$ cat src/hdl/hbgp_pkg.sv
// Shared constants for the host bus general purpose I/O port.
package hbgp_pkg;

  localparam int PIN_COUNT = 4;
  localparam int PIN_LSB = 4;
  localparam int CFG_IDX_W = 2;

  localparam logic [7:0] DATA_OFFSET = 8'h02;
  localparam logic [7:0] UNMAPPED_READ = 8'h00;
  localparam logic [3:0] RESERVED_READ = 4'h0;

  localparam int DIR_BIT = 0;
  localparam int POL_BIT = 1;
  localparam logic [1:0] CFG_RESET = 2'h1;
  localparam logic [5:0] CFG_UPPER_READ = 6'h00;
  localparam logic DATA_RESET = 1'b0;

  localparam logic DIR_OUTPUT = 1'b0;
  localparam logic DIR_INPUT = 1'b1;

endpackage

$ cat src/hdl/hbgp_pin.sv
// One port pin: control register, data bit, input synchroniser and output drive.
module hbgp_pin
  import hbgp_pkg::*;
(
  input wire logic ref_clk_i,
  input wire logic reset_n_i,
  input wire logic pin_raw_i,
  input wire logic data_wr_i,
  input wire logic data_rd_i,
  input wire logic wr_bit_i,
  input wire logic cfg_wr_i,
  input wire logic [7:0] cfg_wdata_i,
  output logic [7:0] cfg_o,
  output logic data_o,
  output logic read_bit_o,
  output logic level_o,
  output logic pin_out_o,
  output logic pin_oe_o
);

  logic sync1_q;
  logic sync2_q;
  logic [1:0] cfg_q;
  logic data_q;
  logic data_d;
  logic dir;
  logic pol;

  ////////////////////////////////////////////////////////////////////////////
  // The pin is asynchronous to the host clock, so it is brought in through two flops.
  always_ff @(posedge ref_clk_i) begin
    sync1_q <= pin_raw_i;
    sync2_q <= sync1_q;
  end

  always_ff @(posedge ref_clk_i) begin
    if (!reset_n_i) begin
      cfg_q <= CFG_RESET;
    end else if (cfg_wr_i) begin
      cfg_q <= cfg_wdata_i[1:0];
    end
  end

  assign dir = cfg_q[DIR_BIT];
  assign pol = cfg_q[POL_BIT];
  assign cfg_o = {CFG_UPPER_READ, cfg_q};

  ////////////////////////////////////////////////////////////////////////////
  assign level_o = sync2_q ^ pol;
  assign read_bit_o = (dir == DIR_INPUT) ? level_o : data_q;

  // The bit only moves on a host access; between accesses the pin may change freely.
  assign data_d = (data_wr_i && dir == DIR_OUTPUT) ? wr_bit_i :
                  (data_rd_i && dir == DIR_INPUT) ? level_o : data_q;

  always_ff @(posedge ref_clk_i) begin
    if (!reset_n_i) begin
      data_q <= DATA_RESET;
    end else begin
      data_q <= data_d;
    end
  end

  assign data_o = data_q;
  assign pin_out_o = data_q ^ pol;
  assign pin_oe_o = (dir == DIR_OUTPUT);

endmodule

$ cat src/hdl/hbgp_port.sv
// Four-pin general purpose port reached through the host runtime and configuration accesses.

// Operation
// - Four pins on data bits 4 to 7.
// - Data register decoded at runtime offset 02.
// - Each pin owns an 8-bit control register.
// - Control bit 0: 0 output, 1 input.
// - Control bit 1 inverts input and output.
// - Output pins drive high and low actively.
// - Input data bit takes the pin level only on reads.
// - Read captures input level, polarity applied.
// - Writes to input bits change nothing.
// - Output bit stored on write, driven out.
// - Output bit reads back last written value.
// - Data changes only on host accesses.
module hbgp_port
  import hbgp_pkg::*;
#(
  parameter int NUM_PINS = PIN_COUNT
) (
  input wire logic ref_clk_i,
  input wire logic reset_n_i,
  input wire logic host_rd_i,
  input wire logic host_wr_i,
  input wire logic [7:0] host_addr_i,
  input wire logic [7:0] host_wdata_i,
  output logic [7:0] host_rdata_o,
  output logic host_rvalid_o,
  input wire logic cfg_rd_i,
  input wire logic cfg_wr_i,
  input wire logic [CFG_IDX_W-1:0] cfg_idx_i,
  input wire logic [7:0] cfg_wdata_i,
  output logic [7:0] cfg_rdata_o,
  output logic cfg_rvalid_o,
  input wire logic [NUM_PINS-1:0] pin_in_i,
  output logic [NUM_PINS-1:0] pin_out_o,
  output logic [NUM_PINS-1:0] pin_oe_o
);

  ////////////////////////////////////////////////////////////////////////////
  // Runtime access decode. A write in the same cycle as a read wins and the read is dropped.
  logic data_hit;
  logic data_wr;
  logic data_rd;
  logic host_rd_any;
  logic cfg_rd_any;
  logic [7:0] host_rdata_d;
  logic [7:0] host_rdata_q;
  logic host_rvalid_q;
  logic [7:0] cfg_rdata_q;
  logic cfg_rvalid_q;

  logic [NUM_PINS-1:0] pin_data;
  logic [NUM_PINS-1:0] pin_read;
  logic [NUM_PINS-1:0] pin_level;
  logic [NUM_PINS-1:0] pin_dir;
  logic [NUM_PINS-1:0] pin_pol;
  logic [NUM_PINS-1:0] cfg_sel;
  logic [7:0] cfg_all [NUM_PINS];

  assign data_hit = (host_addr_i == DATA_OFFSET);
  assign data_wr = host_wr_i && data_hit;
  assign host_rd_any = host_rd_i && !host_wr_i;
  assign data_rd = host_rd_any && data_hit;
  assign cfg_rd_any = cfg_rd_i && !cfg_wr_i;

  // Bits 0 to 3 hold no pins and always read as zero.
  assign host_rdata_d = data_hit ? {pin_read, RESERVED_READ} : UNMAPPED_READ;

  ////////////////////////////////////////////////////////////////////////////
  // One cell per pin; the pins share nothing but the decoded strobes.
  for (genvar i = 0; i < NUM_PINS; i++) begin : g_pin
    assign cfg_sel[i] = cfg_wr_i && (cfg_idx_i == CFG_IDX_W'(i));
    assign pin_dir[i] = cfg_all[i][DIR_BIT];
    assign pin_pol[i] = cfg_all[i][POL_BIT];

    hbgp_pin u_pin (
      .ref_clk_i(ref_clk_i),
      .reset_n_i(reset_n_i),
      .pin_raw_i(pin_in_i[i]),
      .data_wr_i(data_wr),
      .data_rd_i(data_rd),
      .wr_bit_i(host_wdata_i[PIN_LSB+i]),
      .cfg_wr_i(cfg_sel[i]),
      .cfg_wdata_i(cfg_wdata_i),
      .cfg_o(cfg_all[i]),
      .data_o(pin_data[i]),
      .read_bit_o(pin_read[i]),
      .level_o(pin_level[i]),
      .pin_out_o(pin_out_o[i]),
      .pin_oe_o(pin_oe_o[i])
    );
  end

  ////////////////////////////////////////////////////////////////////////////
  // Read answers are registered, so each read is answered one cycle after it is taken.
  always_ff @(posedge ref_clk_i) begin
    if (!reset_n_i) begin
      host_rdata_q <= UNMAPPED_READ;
      host_rvalid_q <= 1'b0;
    end else begin
      host_rvalid_q <= host_rd_any;
      if (host_rd_any) begin
        host_rdata_q <= host_rdata_d;
      end
    end
  end

  always_ff @(posedge ref_clk_i) begin
    if (!reset_n_i) begin
      cfg_rdata_q <= UNMAPPED_READ;
      cfg_rvalid_q <= 1'b0;
    end else begin
      cfg_rvalid_q <= cfg_rd_any;
      if (cfg_rd_any) begin
        cfg_rdata_q <= cfg_all[cfg_idx_i];
      end
    end
  end

  assign host_rdata_o = host_rdata_q;
  assign host_rvalid_o = host_rvalid_q;
  assign cfg_rdata_o = cfg_rdata_q;
  assign cfg_rvalid_o = cfg_rvalid_q;

  ////////////////////////////////////////////////////////////////////////////
  // Checks on the port behaviour.
  property p_push_pull;
    @(posedge ref_clk_i) disable iff (!reset_n_i)
      pin_oe_o == ~pin_dir;
  endproperty
  a_push_pull_drive: assert property (p_push_pull)
    else $error("Output enable does not follow direction.");

  property p_out_value;
    @(posedge ref_clk_i) disable iff (!reset_n_i)
      (pin_out_o & ~pin_dir) == ((pin_data ^ pin_pol) & ~pin_dir);
  endproperty
  a_out_pin_value: assert property (p_out_value)
    else $error("Output pin level differs from stored bit and polarity.");

  property p_read_frame;
    @(posedge ref_clk_i) disable iff (!reset_n_i)
      data_rd |=> host_rvalid_o && host_rdata_o[PIN_LSB-1:0] == RESERVED_READ;
  endproperty
  a_read_reserved_zero: assert property (p_read_frame)
    else $error("Reserved data bits not zero or no read answer.");

  property p_wr_input;
    @(posedge ref_clk_i) disable iff (!reset_n_i)
      data_wr |=> (pin_data & $past(pin_dir)) == ($past(pin_data) & $past(pin_dir));
  endproperty
  a_write_input_ignored: assert property (p_wr_input)
    else $error("Write changed a bit of an input pin.");

  property p_wr_output;
    @(posedge ref_clk_i) disable iff (!reset_n_i)
      (data_wr && cfg_sel == '0) |=>
        (pin_data & ~pin_dir) == ($past(host_wdata_i[PIN_LSB+:NUM_PINS]) & ~pin_dir);
  endproperty
  a_write_output_store: assert property (p_wr_output)
    else $error("Write did not store the output bits.");

  property p_idle_hold;
    @(posedge ref_clk_i) disable iff (!reset_n_i)
      (!data_wr && !data_rd) |=> $stable(pin_data);
  endproperty
  a_data_idle_hold: assert property (p_idle_hold)
    else $error("Data bits changed without a data register access.");

  property p_rd_output;
    @(posedge ref_clk_i) disable iff (!reset_n_i)
      data_rd |=> (host_rdata_o[PIN_LSB+:NUM_PINS] & ~$past(pin_dir)) ==
                  ($past(pin_data) & ~$past(pin_dir));
  endproperty
  a_read_output_last: assert property (p_rd_output)
    else $error("Output bit read back is not the last written value.");

  property p_rd_input;
    @(posedge ref_clk_i) disable iff (!reset_n_i)
      data_rd |=> (host_rdata_o[PIN_LSB+:NUM_PINS] & $past(pin_dir)) ==
                  ($past(pin_level) & $past(pin_dir)) &&
                  (pin_data & $past(pin_dir)) == ($past(pin_level) & $past(pin_dir));
  endproperty
  a_read_input_capture: assert property (p_rd_input)
    else $error("Input read did not capture the pin level.");

  property p_unmapped;
    @(posedge ref_clk_i) disable iff (!reset_n_i)
      (host_rd_any && !data_hit) |=> host_rvalid_o && host_rdata_o == UNMAPPED_READ;
  endproperty
  a_read_unmapped_zero: assert property (p_unmapped)
    else $error("Unmapped runtime read did not return zero.");

  property p_reset_clear;
    @(posedge ref_clk_i)
      !reset_n_i |=> pin_data == '0 && pin_dir == '1;
  endproperty
  a_reset_data_clear: assert property (p_reset_clear)
    else $error("Reset did not clear the data bits.");

  property p_cfg_write;
    @(posedge ref_clk_i) disable iff (!reset_n_i)
      (cfg_wr_i ##1 cfg_rd_any && !cfg_wr_i && cfg_idx_i == $past(cfg_idx_i)) |=>
        cfg_rdata_o == {CFG_UPPER_READ, $past(cfg_wdata_i[1:0], 2)};
  endproperty
  a_cfg_write_readback: assert property (p_cfg_write)
    else $error("Control register readback differs from the written value.");

  property p_rd_taken;
    @(posedge ref_clk_i) disable iff (!reset_n_i)
      host_rd_any |=> host_rvalid_o;
  endproperty
  a_read_answer_taken: assert property (p_rd_taken)
    else $error("Taken runtime read was not answered.");

  property p_rd_none;
    @(posedge ref_clk_i) disable iff (!reset_n_i)
      !host_rd_any |=> !host_rvalid_o;
  endproperty
  a_read_answer_none: assert property (p_rd_none)
    else $error("Runtime read answer without a taken read.");

  property p_rd_hold;
    @(posedge ref_clk_i) disable iff (!reset_n_i)
      !host_rd_any |=> $stable(host_rdata_o);
  endproperty
  a_read_data_hold: assert property (p_rd_hold)
    else $error("Runtime read data changed without a read.");

  property p_cfg_taken;
    @(posedge ref_clk_i) disable iff (!reset_n_i)
      cfg_rd_any |=> cfg_rvalid_o;
  endproperty
  a_cfg_answer_taken: assert property (p_cfg_taken)
    else $error("Taken control read was not answered.");

  property p_cfg_none;
    @(posedge ref_clk_i) disable iff (!reset_n_i)
      !cfg_rd_any |=> !cfg_rvalid_o;
  endproperty
  a_cfg_answer_none: assert property (p_cfg_none)
    else $error("Control read answer without a taken read.");

  property p_cfg_upper;
    @(posedge ref_clk_i) disable iff (!reset_n_i)
      cfg_rvalid_o |-> cfg_rdata_o[7:2] == CFG_UPPER_READ;
  endproperty
  a_cfg_upper_zero: assert property (p_cfg_upper)
    else $error("Unused control bits did not read as zero.");

  property p_cfg_hold;
    @(posedge ref_clk_i) disable iff (!reset_n_i)
      !cfg_rd_any |=> $stable(cfg_rdata_o);
  endproperty
  a_cfg_data_hold: assert property (p_cfg_hold)
    else $error("Control read data changed without a read.");

  property p_cfg_only;
    @(posedge ref_clk_i) disable iff (!reset_n_i)
      !cfg_wr_i |=> $stable(pin_dir) && $stable(pin_pol);
  endproperty
  a_cfg_write_only: assert property (p_cfg_only)
    else $error("Direction or polarity changed without a control write.");

  property p_cfg_apply;
    @(posedge ref_clk_i) disable iff (!reset_n_i)
      cfg_wr_i |=> pin_dir[$past(cfg_idx_i)] == $past(cfg_wdata_i[DIR_BIT]) &&
                   pin_pol[$past(cfg_idx_i)] == $past(cfg_wdata_i[POL_BIT]);
  endproperty
  a_cfg_write_applies: assert property (p_cfg_apply)
    else $error("Control write did not set direction and polarity.");

  property p_reset_pins;
    @(posedge ref_clk_i)
      !reset_n_i |=> pin_oe_o == '0 && pin_out_o == '0;
  endproperty
  a_reset_pins_quiet: assert property (p_reset_pins)
    else $error("Pins driven or output level not low after reset.");

  property p_rd_keeps;
    @(posedge ref_clk_i) disable iff (!reset_n_i)
      data_rd |=> (pin_data & ~$past(pin_dir)) == ($past(pin_data) & ~$past(pin_dir));
  endproperty
  a_read_output_keeps: assert property (p_rd_keeps)
    else $error("Read changed a stored output bit.");

  property p_other_wr;
    @(posedge ref_clk_i) disable iff (!reset_n_i)
      (host_wr_i && !data_hit) |=> $stable(pin_data);
  endproperty
  a_unmapped_write_ignored: assert property (p_other_wr)
    else $error("Write to another offset changed the data bits.");

  property p_level_sync;
    @(posedge ref_clk_i) disable iff (!reset_n_i)
      pin_level == ($past(pin_in_i, 2) ^ pin_pol);
  endproperty
  a_input_level_sync: assert property (p_level_sync)
    else $error("Input level does not follow the synchronised pin.");

  c_read_input: cover property (@(posedge ref_clk_i) disable iff (!reset_n_i)
    data_rd && pin_dir != '0 ##1 host_rvalid_o);
  c_write_output: cover property (@(posedge ref_clk_i) disable iff (!reset_n_i)
    data_wr && pin_dir != '1);
  c_inverted_output: cover property (@(posedge ref_clk_i) disable iff (!reset_n_i)
    (pin_pol & ~pin_dir) != '0 && pin_oe_o != '0);
  c_unmapped_read: cover property (@(posedge ref_clk_i) disable iff (!reset_n_i)
    host_rd_any && !data_hit);
  c_cfg_back_to_back: cover property (@(posedge ref_clk_i) disable iff (!reset_n_i)
    cfg_wr_i ##1 cfg_rd_any);

endmodule

$ cat config.mk
export PLATFORM = sky130hd
export DESIGN_NAME = hbgp_port
export DESIGN_NICKNAME = d
export VERILOG_FILES = /design/src/hdl/hbgp_pkg.sv /design/src/hdl/hbgp_pin.sv /design/src/hdl/hbgp_port.sv
export SDC_FILE = /design/constraint.sdc
export NUM_CORES = 1
export LEC_CHECK = 0
export ABC_CLOCK_PERIOD_IN_PS = 1200
export BUFFER_PORTS_ARGS = -buffer_cell sky130_fd_sc_hd__clkbuf_2
export CAP_MARGIN = 20
export CORE_MARGIN = 2
export CORE_UTILIZATION = 46
export DETAILED_ROUTE_END_ITERATION = 10
export HOLD_SLACK_MARGIN = 0.15
export PLACE_DENSITY = 0.79
export SLEW_MARGIN = 5
export SYNTH_ARGS = -nofsm -noshare
export SYNTH_HDL_FRONTEND = slang
export SYNTH_SLANG_ARGS = --single-unit
$ cat constraint.sdc
create_clock -name ref_clk_i -period 1.2 [get_ports ref_clk_i]
set_input_delay 0.06 -clock ref_clk_i [delete_from_list [all_inputs] [get_ports ref_clk_i]]
set_output_delay 0.06 -clock ref_clk_i [all_outputs]
set_load 0.02 [all_outputs]
==> summary.md <==
| Metric | Value |
|---|---|
| Yosys warns | 0 |
| Most common cell after layout, fill and taps aside | clkbuf_2 |
| Sw Share | 26.0% |
| Die Height | 58.2 um |
| Antenna fix cells | 0 |
| Post-route clock skew | 0.00222 ns |
| Total via count after detailed routing | 1,137 |
| Source of the worst register-to-register timing path | g_pin[2].u_pin.cfg_q[0] |
| Leakage power total | 0.880 nW |
| Number of synthesized register bits | 28 |
| Detailed-route wire length on metal 1 | 1190 um |
| Number of levels in the clock H-tree | 1 |
| Overflow left after global routing | 0 |
| Total cell area at the placement stage | 1530 um2 |
| CTS tree | yes |
| WHS Endpoint | g_pin[1].u_pin.data_o |
| Synth-to-layout area growth | 29.0% |
| Vias/cell | 5.17 |
| Wire length of the first global-routing pass | 4840 um |
| Number of antenna violations at the first check in global routing | 0 |
| Largest fanout on the critical path | 4 |
| Portion of synthesized cell area occupied by the leading cell type | 41.6% |
| Pins over their slew limit | 0 |
| Max cap viols | 0 |
| Number of I/O pins | 62 |
| Adder-Cell Fraction of Synth Area | 0% |
| Wirelength per Cell | 13.4 um |
| Worst hold start | host_addr_i[6] |
| Routed wire length on met2 | 1540 um |
| Post-synthesis simple-gate area fraction | 20.5% |
| Number of buffers added for setup after CTS | 0 |
| Fraction of layout instances using a drive strength above 1 | 34.9% |
| Synthesized netlist cell count | 135 |
| CTS Root Buffer Type | clkbuf_4 |
| Gate power share | 17.6% |
| Share of synthesized registers carrying an async set or reset | 0% |
| Maximum VDD drop | 0.969 mV |
| Final-report setup violation count | 0 |
| Mux share of post-synthesis cell area | 8.53% |
| Final critical-path share of the clock period | 96.8% |
| Initial core utilization | 48.5% |
| Post-Synth XOR/XNOR Area | 5.19% |
| Number of search-and-repair iterations in the first detailed-routing pass | 4 |
| Half-perimeter wire length after placement | 2200 um |
| Post-layout minimum cycle time | 1.16 ns |
| Worst stage delay on the critical path | 0.39 ns |
| Clock Power Share | 22.4% |
| Die Outline Area | 3380 um2 |
| Capturing point of the worst reg2reg path | cfg_rdata_o[0] |
| Total DRC errors in the routed layout | 0 |
| Largest family of logic cells by synthesized area | simple AND/OR/NAND/NOR gates |
| Maximum buffer depth of the clock tree | 2 |
| Site row count | 19 |
| P_sw | 424 uW |
| Number of enable-type register cells in the synthesized netlist | 0 |
| Data required time at the worst endpoint | 1.14 ns |
| Worst-case register-to-register setup slack | 0.10 ns |
| Clock sinks | 28 |
| Slowest cell on the critical path | dfxtp_2 |
| Worst setup slack after placement | -0.00385 ns |
| Number of distinct library cells after synthesis | 28 |
| Number of nets in the layout | 227 |
| Cell internal pwr | 1.21 mW |
| Initial detailed-routing violation count | 28 |
| Met3 layer wire length in the routed design | 193 um |
| Horizontal die dimension | 58.2 um |
| Cell taking the most area after synthesis | dfxtp_1 |
| Most common flop cell mapped by yosys | dfxtp_1 |
| Kind of end point of the critical path | primary output |
| Routed wire length | 2950 um |
| Endpoints failing hold | 0 |
| Area inside the core boundary | 2780 um2 |
| Power per cell area | 939 nW/um2 |
| Largest cells by area after synthesis | dfxtp_1, buf_4, mux2i_1 |
| IO Port Bufs | 41 |
| Filler instances | 240 |
| CTS buffer count | 3 |
| Setup_tns | 0 ns |
| Largest net degree at the start of global routing | 21 |
| Count of cells along the worst register-to-register path | 2 |
| Count of cells along the worst hold path | 4 |
| Portion of total power attributed to sequential cells | 60.0% |
| Vias in the first global route | 1,127 |
| Top routing layer in use | met4 |
| Post-DRT Antenna Nets | 0 |
| Clock Latency Late Sink | 0.31 ns |
| Sequential-to-total area share from yosys stat | 41.6% |
| Final estimated routing congestion in global placement | 0.789 |
| Summed instance area of the synthesized netlist | 1350 um2 |
| Peak clock frequency supported by timing | 0.861 GHz |
| Worst path arrival time | 1.10 ns |
| Worst setup path class | register to primary output |
| CTS clk-pin slew, worst paths | 0.13 ns |
| Status | completed |
| Final core utilization | 62.6% |
| Crit-path cells | xor2_1 -> buf_2 |
| Startpoint class of the critical path | register |
| Final non-filler cell area | 1740 um2 |
| Setup slack of the critical path after layout | 0.0379 ns |
| Post-Synthesis Mean Instance Area | 9.99 um2 |
| Top library cells by usage in the layout, fill and taps aside | clkbuf_2, dfxtp_1, dlygate4sd3_1 |
| Hold-fix buffers at CTS | 15 |
| All-Layer GR Usage | 18.6% |
| Worst hold path type | input pin to register |
| Complex-gate fraction of the synthesized area | 12.2% |
-- how the worst max path moves through the flow --
stage	startpoint	to	slack, ns	cells past startpoint
2_1_floorplan	g_pin[3].u_pin.cfg_q[0]	cfg_rdata_o[0]	0.17	2
3_3_place_gp	host_addr_i[5]	host_rdata_o[6]	0.10	4
3_5_place_dp	host_addr_i[5]	host_rdata_o[4]	-0.004	4
4_1_cts	g_pin[2].u_pin.cfg_q[1]	pin_out_o[2]	0.02	2
5_1_grt	host_rd_i	host_rdata_o[5]	-0.002	5
6_report	g_pin[0].u_pin.cfg_q[1]	pin_out_o[0]	0.04	2
-- registers in the layout, indices dropped and copies added, names as in the netlist --
name and count:
g_pin.u_pin.sync2_q 4, g_pin.u_pin.cfg_q 8, g_pin.u_pin.sync1_q 4, cfg_rdata_o 2, g_pin.u_pin.data_o 4, cfg_rvalid_o 1, host_rdata_o 4, host_rvalid_o 1
-- logic make-up (layout without fill, tap and decap cells) --
group | after synthesis | in the layout
and+or+nand+nor | 45 | 45
buffers and inverters | 24 | 69
other | 1 | 10
AOI/OAI and AO/OA | 20 | 20
DFF | 28 | 28
muxes | 9 | 9
xor gates and xnor gates | 8 | 8
-- critical path, delay by kind of cell (launching register included) --
family / cells / cell delay, ns
flops: 1 / 0.39
buf+inv: 1 / 0.20
xor+xnor: 1 / 0.20
-- synth_stat cells (3+ instances only) --
library cell / instances
o2bb2ai_1: 3
nand2_1: 13
nor2_1: 8
xor2_1: 8
mux2i_1: 7
and3b_1: 4
nor2b_1: 10
inv_1: 4
o32ai_1: 4
a22oi_1: 3
dfxtp_1: 28
buf_4: 18
o211ai_1: 3
-- per-layer routing --
layer  GRT usage (%)  vias to the layer above
met5               0                        -
met4            7.64                        0
met3            2.68                        6
met2            34.1                       46
met1            21.4                      532
li1                -                      553
-- power groups by stage --
| stage | clock [mW] | sequential [mW] | combinational [mW] |
|---|---|---|---|
| finish | 0.366 | 0.980 | 0.288 |
| global route | 0.411 | 0.984 | 0.315 |
| CTS | 0.384 | 0.981 | 0.281 |
| detailed placement | 0 | 1.00 | 0.242 |
| global placement | 0 | 0.999 | 0.236 |
| floorplan | 0 | 1.00 | 0.172 |
-- layout make-up --
type | count | area (um2) | area share, %
inverters | 4 | 15.0 | 0.863
repair buffers | 62 | 400 | 23.0
multi-input cells | 92 | 694 | 39.9
well taps | 31 | 38.8 | 2.23
clock buffers | 3 | 22.5 | 1.29
flip-flops and latches | 28 | 569 | 32.7
-- stage by stage --
stage                     std cells  total power, mW  hold slack (ns)
after floorplan                 144             1.18           0.0877
after global placement          202             1.23            0.162
after detailed placement        202             1.24            0.164
after CTS                       220             1.65            0.116
after global routing            220             1.71            0.146
final                           220             1.63            0.122
-- repair_timing --
action | in CTS | in global routing
hold endpoints to repair | 23 | 1
pin swaps | 0 | 0
resized for setup | 2 | 10
endpoints found under the setup margin | 2 | 7
Note: power is estimated with default switching activity, not from simulation.
